$ cat src/hw/rfcfg_pkg.sv
/*
  Constants shared by the front-end configuration register bank:
  register indices, byte addresses, field positions, reset values,
  bus response codes and the receiver gain figures.
  Assumes the including modules run on one clock with AXI4-Lite access.
*/
package rfcfg_pkg;

  // ------------------------------------------------------------------
  // Register indices and byte addresses
  // ------------------------------------------------------------------
  localparam logic [7:0] RFCFG_IDX_RX_GAIN = 8'h26;
  localparam logic [7:0] RFCFG_IDX_N_DRIVE = 8'h27;
  localparam logic [7:0] RFCFG_IDX_P_IDLE = 8'h28;
  localparam logic [7:0] RFCFG_IDX_P_MOD = 8'h29;
  localparam logic [7:0] RFCFG_IDX_MODE_CTRL = 8'h30;
  localparam logic [7:0] RFCFG_IDX_DRIVE_STATUS = 8'h31;
  localparam int RFCFG_BYTES_PER_REG = 4;
  localparam int RFCFG_ADDR_LSB = 2;

  // ------------------------------------------------------------------
  // Field positions
  // ------------------------------------------------------------------
  localparam int RFCFG_GAIN_LSB = 4;
  localparam int RFCFG_GAIN_W = 3;
  localparam int RFCFG_N_IDLE_LSB = 4;
  localparam int RFCFG_N_MOD_LSB = 0;
  localparam int RFCFG_N_W = 4;
  localparam int RFCFG_P_W = 6;
  localparam int RFCFG_CTRL_PDOWN_BIT = 0;
  localparam int RFCFG_CTRL_FULL_ASK_BIT = 1;
  localparam int RFCFG_STAT_N_LSB = 0;
  localparam int RFCFG_STAT_P_LSB = 4;
  localparam int RFCFG_STAT_MOD_BIT = 10;
  localparam int RFCFG_STAT_DRV_BIT = 11;

  // ------------------------------------------------------------------
  // Reset values
  // ------------------------------------------------------------------
  localparam logic [7:0] RFCFG_RST_RX_GAIN = 8'h48;
  localparam logic [7:0] RFCFG_RST_N_DRIVE = 8'h88;
  localparam logic [7:0] RFCFG_RST_P_IDLE = 8'h20;
  localparam logic [7:0] RFCFG_RST_P_MOD = 8'h20;
  localparam logic [1:0] RFCFG_RST_MODE_CTRL = 2'h0;

  // ------------------------------------------------------------------
  // Bus responses
  // ------------------------------------------------------------------
  localparam logic [1:0] RFCFG_RESP_OKAY = 2'h0;
  localparam logic [1:0] RFCFG_RESP_SLVERR = 2'h2;

  // ------------------------------------------------------------------
  // Receiver gain in dB
  // ------------------------------------------------------------------
  localparam logic [5:0] RFCFG_GAIN_DB_18 = 6'h12;
  localparam logic [5:0] RFCFG_GAIN_DB_23 = 6'h17;
  localparam logic [5:0] RFCFG_GAIN_DB_33 = 6'h21;
  localparam logic [5:0] RFCFG_GAIN_DB_38 = 6'h26;
  localparam logic [5:0] RFCFG_GAIN_DB_43 = 6'h2b;
  localparam logic [5:0] RFCFG_GAIN_DB_48 = 6'h30;

endpackage

$ cat src/hw/rfcfg_drive_select.sv
/*
  Picks the live conductance for one antenna driver half from its idle
  and modulation fields, with power-down and ignore overrides.
  Assumes purely combinational use; the caller registers the result.
*/
`timescale 1ns/10ps
`default_nettype none

module rfcfg_drive_select #(
  parameter int WIDTH = 4
) (
  input wire logic [WIDTH-1:0] idle_level,
  input wire logic [WIDTH-1:0] mod_level,
  input wire logic modulating,
  input wire logic drivers_on,
  input wire logic power_down,
  input wire logic mod_ignore,
  output logic [WIDTH-1:0] level
);

  // ------------------------------------------------------------------
  // Selection
  // ------------------------------------------------------------------
  // Result stays a binary weight: bit i drives a segment worth 2^i
  always_comb
  begin
    level = modulating ? mod_level : idle_level;
    if (power_down)
    begin
      level[WIDTH-1] = 1'b1;
    end
    if (modulating && mod_ignore)
    begin
      level = '0;
    end
    if (!drivers_on)
    begin
      level = '0;
    end
  end

endmodule

`default_nettype wire

$ cat src/hw/rfcfg_regs.sv
/*
  Analogue front-end configuration register bank: receiver gain,
  N-driver and P-driver conductance settings behind an AXI4-Lite slave,
  with the live settings driven out to the analogue front end.
  Assumes one clock, inputs synchronous to it, and a master that keeps
  at most one write and one read under way.
*/
// Summary of operation
// - Gain code picks 18 to 48 dB
// - Gain register bits 7, 3..0 reserved
// - N-driver upper nibble sets idle conductance
// - N-driver lower nibble sets modulation conductance
// - N settings used only with driver on
// - Conductance fields are binary weighted
// - Power-down forces each field's top bit, except N with both drivers off and P under full ASK modulation
// - P idle register: low six bits
// - P modulation register: low six bits
// - Full ASK makes P modulation field unused
`timescale 1ns/10ps
`default_nettype none

module rfcfg_regs
  import rfcfg_pkg::*;
#(
  parameter int ADDR_W = 8
) (
  input wire logic clock,
  input wire logic reset_n,
  // AXI4-Lite write address
  input wire logic [ADDR_W-1:0] s_axi_awaddr,
  input wire logic [2:0] s_axi_awprot,
  input wire logic s_axi_awvalid,
  output logic s_axi_awready,
  // AXI4-Lite write data
  input wire logic [31:0] s_axi_wdata,
  input wire logic [3:0] s_axi_wstrb,
  input wire logic s_axi_wvalid,
  output logic s_axi_wready,
  // AXI4-Lite write response
  output logic [1:0] s_axi_bresp,
  output logic s_axi_bvalid,
  input wire logic s_axi_bready,
  // AXI4-Lite read address
  input wire logic [ADDR_W-1:0] s_axi_araddr,
  input wire logic [2:0] s_axi_arprot,
  input wire logic s_axi_arvalid,
  output logic s_axi_arready,
  // AXI4-Lite read data
  output logic [31:0] s_axi_rdata,
  output logic [1:0] s_axi_rresp,
  output logic s_axi_rvalid,
  input wire logic s_axi_rready,
  // Transmitter state
  input wire logic antenna_out_one,
  input wire logic antenna_out_two,
  input wire logic modulation_active,
  // Live settings to the analogue front end
  output logic [RFCFG_GAIN_W-1:0] receiver_gain_select,
  output logic [5:0] receiver_gain_db,
  output logic [RFCFG_N_W-1:0] n_drive_conductance,
  output logic [RFCFG_P_W-1:0] p_drive_conductance,
  output logic soft_power_down,
  output logic full_ask_force
);

  // ------------------------------------------------------------------
  // State
  // ------------------------------------------------------------------
  typedef struct packed {
    logic awready;
    logic wready;
    logic aw_full;
    logic w_full;
    logic [ADDR_W-1:0] awaddr;
    logic [7:0] wdata;
    logic wlane0;
    logic bvalid;
    logic [1:0] bresp;
    logic arready;
    logic rvalid;
    logic [31:0] rdata;
    logic [1:0] rresp;
    logic [RFCFG_GAIN_W-1:0] gain;
    logic [RFCFG_N_W-1:0] n_idle;
    logic [RFCFG_N_W-1:0] n_mod;
    logic [RFCFG_P_W-1:0] p_idle;
    logic [RFCFG_P_W-1:0] p_mod;
    logic pdown;
    logic full_ask;
    logic [5:0] gain_db;
    logic [RFCFG_N_W-1:0] n_live;
    logic [RFCFG_P_W-1:0] p_live;
  } rfcfg_state_t;

  rfcfg_state_t state_reg;
  rfcfg_state_t state_next;
  logic drivers_on;
  logic [RFCFG_N_W-1:0] n_pick;
  logic [RFCFG_P_W-1:0] p_pick;

  // ------------------------------------------------------------------
  // Helpers
  // ------------------------------------------------------------------
  // Word index of a byte address; low bits ignored, accesses are whole words
  function automatic logic [7:0] word_index(input logic [ADDR_W-1:0] addr);
    logic [31:0] wide;
    wide = 32'(addr) >> RFCFG_ADDR_LSB;
    return wide[7:0];
  endfunction

  function automatic logic mapped(input logic [ADDR_W-1:0] addr);
    logic [7:0] idx;
    idx = word_index(addr);
    return (idx == RFCFG_IDX_RX_GAIN) || (idx == RFCFG_IDX_N_DRIVE) ||
      (idx == RFCFG_IDX_P_IDLE) || (idx == RFCFG_IDX_P_MOD) ||
      (idx == RFCFG_IDX_MODE_CTRL) || (idx == RFCFG_IDX_DRIVE_STATUS);
  endfunction

  // Codes 000/010 and 001/011 alias; bit 1 only matters with bit 2 set
  function automatic logic [5:0] gain_in_db(input logic [RFCFG_GAIN_W-1:0] code);
    logic [5:0] db;
    case (code)
      3'h0, 3'h2: db = RFCFG_GAIN_DB_18;
      3'h1, 3'h3: db = RFCFG_GAIN_DB_23;
      3'h4: db = RFCFG_GAIN_DB_33;
      3'h5: db = RFCFG_GAIN_DB_38;
      3'h6: db = RFCFG_GAIN_DB_43;
      default: db = RFCFG_GAIN_DB_48;
    endcase
    return db;
  endfunction

  // ------------------------------------------------------------------
  // Driver selection
  // ------------------------------------------------------------------
  assign drivers_on = antenna_out_one || antenna_out_two;

  rfcfg_drive_select #(
    .WIDTH(RFCFG_N_W)
  ) u_n_select (
    .idle_level(state_reg.n_idle),
    .mod_level(state_reg.n_mod),
    .modulating(modulation_active),
    .drivers_on(drivers_on),
    .power_down(state_reg.pdown),
    .mod_ignore(1'b0),
    .level(n_pick)
  );

  // P side has no driver-on gate of its own; full ASK drops its mod field
  rfcfg_drive_select #(
    .WIDTH(RFCFG_P_W)
  ) u_p_select (
    .idle_level(state_reg.p_idle),
    .mod_level(state_reg.p_mod),
    .modulating(modulation_active),
    .drivers_on(1'b1),
    .power_down(state_reg.pdown),
    .mod_ignore(state_reg.full_ask),
    .level(p_pick)
  );

  // ------------------------------------------------------------------
  // Next state
  // ------------------------------------------------------------------
  always_comb
  begin
    logic [7:0] idx;
    logic [31:0] rd;
    idx = 8'h00;
    rd = 32'h0000_0000;
    state_next = state_reg;

    // Write address and data are taken independently, in either order
    if (s_axi_awvalid && state_reg.awready)
    begin
      state_next.aw_full = 1'b1;
      state_next.awaddr = s_axi_awaddr;
    end
    if (s_axi_wvalid && state_reg.wready)
    begin
      state_next.w_full = 1'b1;
      state_next.wdata = s_axi_wdata[7:0];
      state_next.wlane0 = s_axi_wstrb[0];
    end
    if (state_reg.bvalid && s_axi_bready)
    begin
      state_next.bvalid = 1'b0;
    end

    // Commit once both halves are held and the last answer is gone
    if (state_next.aw_full && state_next.w_full && !state_next.bvalid)
    begin
      idx = word_index(state_next.awaddr);
      state_next.aw_full = 1'b0;
      state_next.w_full = 1'b0;
      state_next.bvalid = 1'b1;
      state_next.bresp = mapped(state_next.awaddr) ? RFCFG_RESP_OKAY : RFCFG_RESP_SLVERR;
      // Registers are one byte wide, so only lane 0 can change them
      if (state_next.wlane0)
      begin
        case (idx)
          RFCFG_IDX_RX_GAIN:
          begin
            state_next.gain = state_next.wdata[RFCFG_GAIN_LSB +: RFCFG_GAIN_W];
          end
          RFCFG_IDX_N_DRIVE:
          begin
            state_next.n_idle = state_next.wdata[RFCFG_N_IDLE_LSB +: RFCFG_N_W];
            state_next.n_mod = state_next.wdata[RFCFG_N_MOD_LSB +: RFCFG_N_W];
          end
          RFCFG_IDX_P_IDLE:
          begin
            state_next.p_idle = state_next.wdata[RFCFG_P_W-1:0];
          end
          RFCFG_IDX_P_MOD:
          begin
            state_next.p_mod = state_next.wdata[RFCFG_P_W-1:0];
          end
          RFCFG_IDX_MODE_CTRL:
          begin
            state_next.pdown = state_next.wdata[RFCFG_CTRL_PDOWN_BIT];
            state_next.full_ask = state_next.wdata[RFCFG_CTRL_FULL_ASK_BIT];
          end
          default:
          begin
            state_next.bresp = state_next.bresp; // Unmapped or read-only: no store
          end
        endcase
      end
    end
    state_next.awready = !state_next.aw_full;
    state_next.wready = !state_next.w_full;

    // Read: one outstanding; arready drops until the data is taken
    if (state_reg.rvalid && s_axi_rready)
    begin
      state_next.rvalid = 1'b0;
      state_next.arready = 1'b1;
    end
    if (s_axi_arvalid && state_reg.arready)
    begin
      idx = word_index(s_axi_araddr);
      case (idx)
        RFCFG_IDX_RX_GAIN:
        begin
          rd[RFCFG_GAIN_LSB +: RFCFG_GAIN_W] = state_reg.gain;
        end
        RFCFG_IDX_N_DRIVE:
        begin
          rd[RFCFG_N_IDLE_LSB +: RFCFG_N_W] = state_reg.n_idle;
          rd[RFCFG_N_MOD_LSB +: RFCFG_N_W] = state_reg.n_mod;
        end
        RFCFG_IDX_P_IDLE:
        begin
          rd[RFCFG_P_W-1:0] = state_reg.p_idle;
        end
        RFCFG_IDX_P_MOD:
        begin
          rd[RFCFG_P_W-1:0] = state_reg.p_mod;
        end
        RFCFG_IDX_MODE_CTRL:
        begin
          rd[RFCFG_CTRL_PDOWN_BIT] = state_reg.pdown;
          rd[RFCFG_CTRL_FULL_ASK_BIT] = state_reg.full_ask;
        end
        RFCFG_IDX_DRIVE_STATUS:
        begin
          rd[RFCFG_STAT_N_LSB +: RFCFG_N_W] = state_reg.n_live;
          rd[RFCFG_STAT_P_LSB +: RFCFG_P_W] = state_reg.p_live;
          rd[RFCFG_STAT_MOD_BIT] = modulation_active;
          rd[RFCFG_STAT_DRV_BIT] = drivers_on;
        end
        default:
        begin
          rd = 32'h0000_0000;
        end
      endcase
      state_next.arready = 1'b0;
      state_next.rvalid = 1'b1;
      state_next.rdata = rd;
      state_next.rresp = mapped(s_axi_araddr) ? RFCFG_RESP_OKAY : RFCFG_RESP_SLVERR;
    end

    // Live settings follow the fields and transmitter state by one cycle
    state_next.gain_db = gain_in_db(state_reg.gain);
    state_next.n_live = n_pick;
    state_next.p_live = p_pick;
  end

  // ------------------------------------------------------------------
  // State register
  // ------------------------------------------------------------------
  always_ff @(posedge clock or negedge reset_n)
  begin
    if (!reset_n)
    begin
      state_reg <= '0;
      state_reg.awready <= 1'b1;
      state_reg.wready <= 1'b1;
      state_reg.arready <= 1'b1;
      state_reg.gain <= RFCFG_RST_RX_GAIN[RFCFG_GAIN_LSB +: RFCFG_GAIN_W];
      state_reg.n_idle <= RFCFG_RST_N_DRIVE[RFCFG_N_IDLE_LSB +: RFCFG_N_W];
      state_reg.n_mod <= RFCFG_RST_N_DRIVE[RFCFG_N_MOD_LSB +: RFCFG_N_W];
      state_reg.p_idle <= RFCFG_RST_P_IDLE[RFCFG_P_W-1:0];
      state_reg.p_mod <= RFCFG_RST_P_MOD[RFCFG_P_W-1:0];
      state_reg.pdown <= RFCFG_RST_MODE_CTRL[RFCFG_CTRL_PDOWN_BIT];
      state_reg.full_ask <= RFCFG_RST_MODE_CTRL[RFCFG_CTRL_FULL_ASK_BIT];
      state_reg.gain_db <= RFCFG_GAIN_DB_33;
    end
    else
    begin
      state_reg <= state_next;
    end
  end

  // ------------------------------------------------------------------
  // Outputs, all straight from the state register
  // ------------------------------------------------------------------
  assign s_axi_awready = state_reg.awready;
  assign s_axi_wready = state_reg.wready;
  assign s_axi_bvalid = state_reg.bvalid;
  assign s_axi_bresp = state_reg.bresp;
  assign s_axi_arready = state_reg.arready;
  assign s_axi_rvalid = state_reg.rvalid;
  assign s_axi_rdata = state_reg.rdata;
  assign s_axi_rresp = state_reg.rresp;
  assign receiver_gain_select = state_reg.gain;
  assign receiver_gain_db = state_reg.gain_db;
  assign n_drive_conductance = state_reg.n_live;
  assign p_drive_conductance = state_reg.p_live;
  assign soft_power_down = state_reg.pdown;
  assign full_ask_force = state_reg.full_ask;

endmodule

`default_nettype wire

$ cat config.mk
export PLATFORM = sky130hd
export DESIGN_NAME = rfcfg_regs
export DESIGN_NICKNAME = d
export VERILOG_FILES = /design/src/hw/rfcfg_pkg.sv /design/src/hw/rfcfg_drive_select.sv /design/src/hw/rfcfg_regs.sv
export SDC_FILE = /design/constraint.sdc
export NUM_CORES = 1
export LEC_CHECK = 0
export BUFFER_PORTS_ARGS = -buffer_cell sky130_fd_sc_hd__buf_2
export CORE_MARGIN = 5
export CORE_UTILIZATION = 40
export DETAILED_ROUTE_END_ITERATION = 16
export MAX_ROUTING_LAYER = met4
export PLACE_DENSITY = 0.69
export SETUP_SLACK_MARGIN = 0.1
export SLEW_MARGIN = 25
export SYNTH_ARGS = -nofsm -noshare
export SYNTH_HDL_FRONTEND = slang
export SYNTH_SLANG_ARGS = --single-unit
$ cat constraint.sdc
create_clock -name clock -period 2.3 [get_ports clock]
set_input_delay 0 -clock clock [delete_from_list [all_inputs] [get_ports clock]]
set_output_delay 0 -clock clock [all_outputs]
set_load 0.02 [all_outputs]
### After elaboration in Yosys (flattened, before gate mapping)

Cells that the tools add are included.

* register bits: 81
* input port bits: 68
* output and inout port bits: 62
* logic and storage cells: 97

* equality and inequality tests: 18
* muxes and demuxes: 24
* reduce and logical (&&, ||, !) cells: 31

Operators by type and width (number)
* equality test 6 bit, second input constant: 12
* two-way mux 36 bit: 1
* case mux 6 bit (5 select lines): 1
* case mux 2 bit (5 select lines): 2
* AND reduction 3 bit: 5
* two-way mux 4 bit: 3
* two-way mux 6 bit: 2
* logical OR 1 bit: 11
* equality test 3 bit, second input constant: 3
* two-way mux 9 bit: 1
* logical AND 1 bit: 8
* two-way mux 2 bit: 4
* two-way mux 8 bit: 1
* case mux 2 bit (4 select lines): 1
* equality test 3 x 2 -> 1 bit, second input constant: 2
* two-way mux 1 bit: 5
* OR reduction 2 bit: 2
* equality test 3 x 1 -> 1 bit, second input constant: 1
* logical NOT 1 bit: 3
* logical NOT 3 bit: 1
* two-way mux 3 bit: 1
* case mux 1 bit (3 select lines): 1
* case mux 1 bit (2 select lines): 1
* nonzero test 2 bit: 1

### Logic depth before layout (Yosys ltp)

* word-level depth: 10
* depth in mapped cells: 6
* gate-level depth less buffers: 6

### Hierarchy

Synthesis repeated with hierarchy kept, for this count alone.

* cells, all modules: 335
* area, all modules: 3798.6 um^2

By module, submodules not included
* rfcfg_regs: times used 1, cells each 304, area each 3567.2 um^2, sequential area each 1939.4 um^2
* rfcfg_drive_select (u_p_select): times used 1, cells each 19, area each 147.6 um^2, sequential area each 0.0 um^2
* rfcfg_drive_select (u_n_select): times used 1, cells each 12, area each 83.8 um^2, sequential area each 0.0 um^2

### Worst setup path after synthesis

OpenSTA, ideal clock, no wires.

* kind: register to register
* start: register state_reg (netlist bit s_axi_awready)
* end: register state_reg[30] (netlist name)
* library setup time: 0.125 ns
* arrival time: 1.846 ns
* required time: 2.175 ns
* path slack: 0.329 ns
* stages on the path, launching flop included: 7
* path buffers: 0
* clock period less this slack: 1.971 ns
* cell sequence: dfstp_2 nand2_4 mux2i_4 inv_2 nor4_4 nand2_4 mux2_4

RTL lines
* start: declaration: RTL line rfcfg_regs.sv:95 `rfcfg_state_t state_reg;`
* start signal: assignment: RTL line rfcfg_regs.sv:313 `state_reg <= state_next;`

### Worst setup path in the final report

* start: register state_reg (netlist bit s_axi_awready)
* end: register state_reg[27] (netlist name)

* cells in the longest elaborated chain, start to end: 5
* elaborated cells on any way between the ends: 7
* classes of those cells: eq/ne (1); mux (2); reduce/logical (4)

Ends and longest elaborated chain
* logical AND 1 bit (*): RTL line rfcfg_regs.sv:175 `if (s_axi_awvalid && state_reg.awready)`
* branches (longest 3 deep; another with two-way mux 8 bit)
* AND reduction 3 bit (no source line) (*)

Mark *: on every way between the ends.
A chain may end at the register's enable or synchronous reset.

==> reports/results.ini <==
[power_and_ir_drop]
pwr-share-seq=0.461
ir_drop_mv=0.480
switching_share=0.364
p_sw_mw=1.82
p_int_mw=3.18
combPwrFrac=0.339
cellPowerDensity_nw_per_um2=1150
leakage_nw=2.19
p_clk_frac=0.199

[placed_design]
dpl.hpwl_microns=5610
port_buffers=70
gp_congestion=0.823
placedCellCount=472

[yosys]
ys_async_sr_fraction=1.00
synth_edf_count=0
synthFlopType=dfrtp_1
synth_cell_types=45
ys_ff_latch=77
synth_area_sq_um=3760
yosysSeqAreaShare=0.516
synth_warnings=0
postSynthAreaPerCell_sq_um=11.3
synthCells=331

[finish]
largest_reg_flops=37
diodes=0
fin_nets=465
instances_no_fill=513
final_util=0.473
area_growth_pct=15.9
drive_above_1_share=0.358

[global_route]
grt_pass1_wl_microns=12900
grt_max_degree=78
grt_pass1_vias=2520
grt_antenna_before_repair=0
grt.overflow.total=0
track_usage=0.148

[worst_setup_path]
ff2ff_path_depth=5
cp-start-kind=flip-flop
worst_ep_arrival_time_ns=2.29
crit_required_ns=2.53
critPathMaxFanout=7
end_kind=flip-flop
slowest_delay_ns=0.62
cp_cell_sequence=nand2_4 -> mux2i_4 -> nor3_1 -> nand2_1 -> mux2_2
crit_buf_inv=0
critPathTopFamily=simple AND/OR/NAND/NOR gates
criticalPathCategory=flip-flop to flip-flop
r2r_end=state_reg[27]
crit_path_top_delay_cell=dfstp_2
reg2reg_slack_ns=0.23
crit-reg2reg-launch=s_axi_awready

[die]
core_sq_um=9200
dieArea_sq_um=11400
die_h_microns=107
rows=35
die_w_microns=107
io_pins=130
start_util=0.408

[sta]
tns_ns=0
finalMaxSlewViolations=0
setup_violations=0
rsz0062_at_grt=yes
hold_viol_final=0
clock_skew_ns=0.0130
slew_headroom=0.526
fin_crit_ns=2.07
tightest_slew_ns=0.710
fmax_mhz=484
finalCritPeriodShare=0.899

[clock_tree]
clkLatencyLatePin_ns=0.35
cts_resized=0
cts_root_buffer=clkbuf_8
clk_pin_slew_ns=0.08
cts_tree=yes
post_cts_buffers=0
htreeDepth=3
cts_buffer_depth=2
numCtsBuffers=9
clock_sinks=77

[routing]
routed_wl_microns=7850
vias=2525
drc=0
drt-pass1-iter-count=4
via_per_inst=4.92
ant_nets=0
drtIter0Drc=145
detail_route.wl_per_cell_microns=15.3

[flow_run]
maxCapViolCount=0

[min_path]
hold_path_class=primary input to flip-flop
worstHoldStart=s_axi_araddr[7]
min_path_cells=3
worstHoldEndpoint=s_axi_rresp[1]

[status]
outcome=finished clean

[worst max-delay path by stage]
stage	startpoint	endpoint	slack, ns	cells past startpoint
finish	s_axi_awready	state_reg[27]	0.23	5
global placement	s_axi_awready	state_reg[34]	0.23	6
floorplan	s_axi_awready	state_reg[30]	0.33	6
detailed placement	s_axi_awready	state_reg[35]	0.22	6
global route	s_axi_awready	state_reg[18]	0.09	5
CTS	s_axi_awready	state_reg[35]	0.19	6
[routing by layer]
metal,part of all wire,global-route usage
met1,0.45,0.195
met3,0.067,0.0265
met4,0.017,0.0630
met2,0.47,0.225
met5,0,-
[final cells by class]
class / count / area [sq um]
timing repair buffer: 99 / 637
multi-input combinational: 196 / 1390
clock buffer: 11 / 131
tap: 111 / 139
clock inverter: 5 / 61.3
sequential: 77 / 1940
fill: 848 / 4840
inverter: 14 / 52.6
[cells in the mapped netlist, types with 2 or more instances]
cell type / number / share of area
a31oi_1: 3 / 0.0050
nor4b_1: 2 / 0.0047
nand2_1: 28 / 0.028
nor2b_1: 2 / 0.0033
o21ai_0: 8 / 0.011
dfstp_2: 10 / 0.070
mux2_2: 29 / 0.087
nor3_1: 3 / 0.0040
mux2i_1: 15 / 0.040
clkbuf_1: 8 / 0.0080
nand2_4: 2 / 0.0060
a211oi_1: 2 / 0.0040
nand3_1: 5 / 0.0067
buf_1: 2 / 0.0020
inv_1: 13 / 0.013
a221oi_1: 3 / 0.0070
a32o_1: 2 / 0.0053
dfrtp_1: 67 / 0.45
nor2_1: 21 / 0.021
o22ai_1: 7 / 0.012
and2_1: 2 / 0.0033
a21o_1: 3 / 0.0060
buf_4: 55 / 0.11
mux2_4: 8 / 0.032
a21oi_1: 11 / 0.015
[timing repair]
item,CTS,global route
endpoints found under the hold margin,89,0
hold buffers,25,0
endpoints found under the setup margin,0,7
[worst min-delay path, stage by stage]
cell     delay [ns]
buf_2          0.14
o21ai_0        0.08
a22o_1         0.12
[per-stage QoR]
step | instance area [sq um] | hold slack [ns] | power [mW] | setup slack, ns
2_1_floorplan | 3830 | -0.296 | 3.71 | 0.329
3_3_place_gp | 3910 | 0.168 | 3.94 | 0.230
3_5_place_dp | 3910 | 0.187 | 4.00 | 0.223
4_1_cts | 4350 | 0.00477 | 5.06 | 0.194
5_1_grt | 4350 | 0.0277 | 5.35 | 0.0944
6_report | 4350 | 0.0193 | 5.01 | 0.233
[kinds of logic (layout without fill, tap and decap cells)]
kind of cell           Yosys count  count (layout)  synth area share
XOR/XNOR                         2               2           0.00466
flip-flops                      77              77             0.516
AND/OR/NAND/NOR                 75              75             0.104
buffers and inverters           79             129             0.134
other                            1              22          0.000998
AO/OA/AOI/OAI                   44              44            0.0756
multiplexers                    53              53             0.165
[power groups by stage]
| stage | logic, mW | registers [mW] | clock network [mW] |
|---|---|---|---|
| after floorplan | 1.46 | 2.25 | 0 |
| after global placement | 1.63 | 2.31 | 0 |
| after CTS | 1.72 | 2.31 | 1.03 |
| final | 1.70 | 2.31 | 0.998 |
| after detailed placement | 1.67 | 2.34 | 0 |
| after global routing | 1.86 | 2.39 | 1.10 |
[cell usage in the layout, fill, tap and decap left out, types with 3 or more instances in the layout]
cell            n
buf_2          69
dfrtp_1        67
mux2_2         29
nand2_1        28
dlygate4sd3_1  25
conb_1         22
nor2_1         21
mux2i_1        15
inv_1          13
a21oi_1        11
dfstp_2        10
clkbuf_8        9
o21ai_0         8
mux2_4          8
o22ai_1         7
nand3_1         5
buf_4           4
a21o_1          3
nor3_1          3
a31oi_1         3
a221oi_1        3
clkinv_4        3
(Power assumes the default switching activity.)
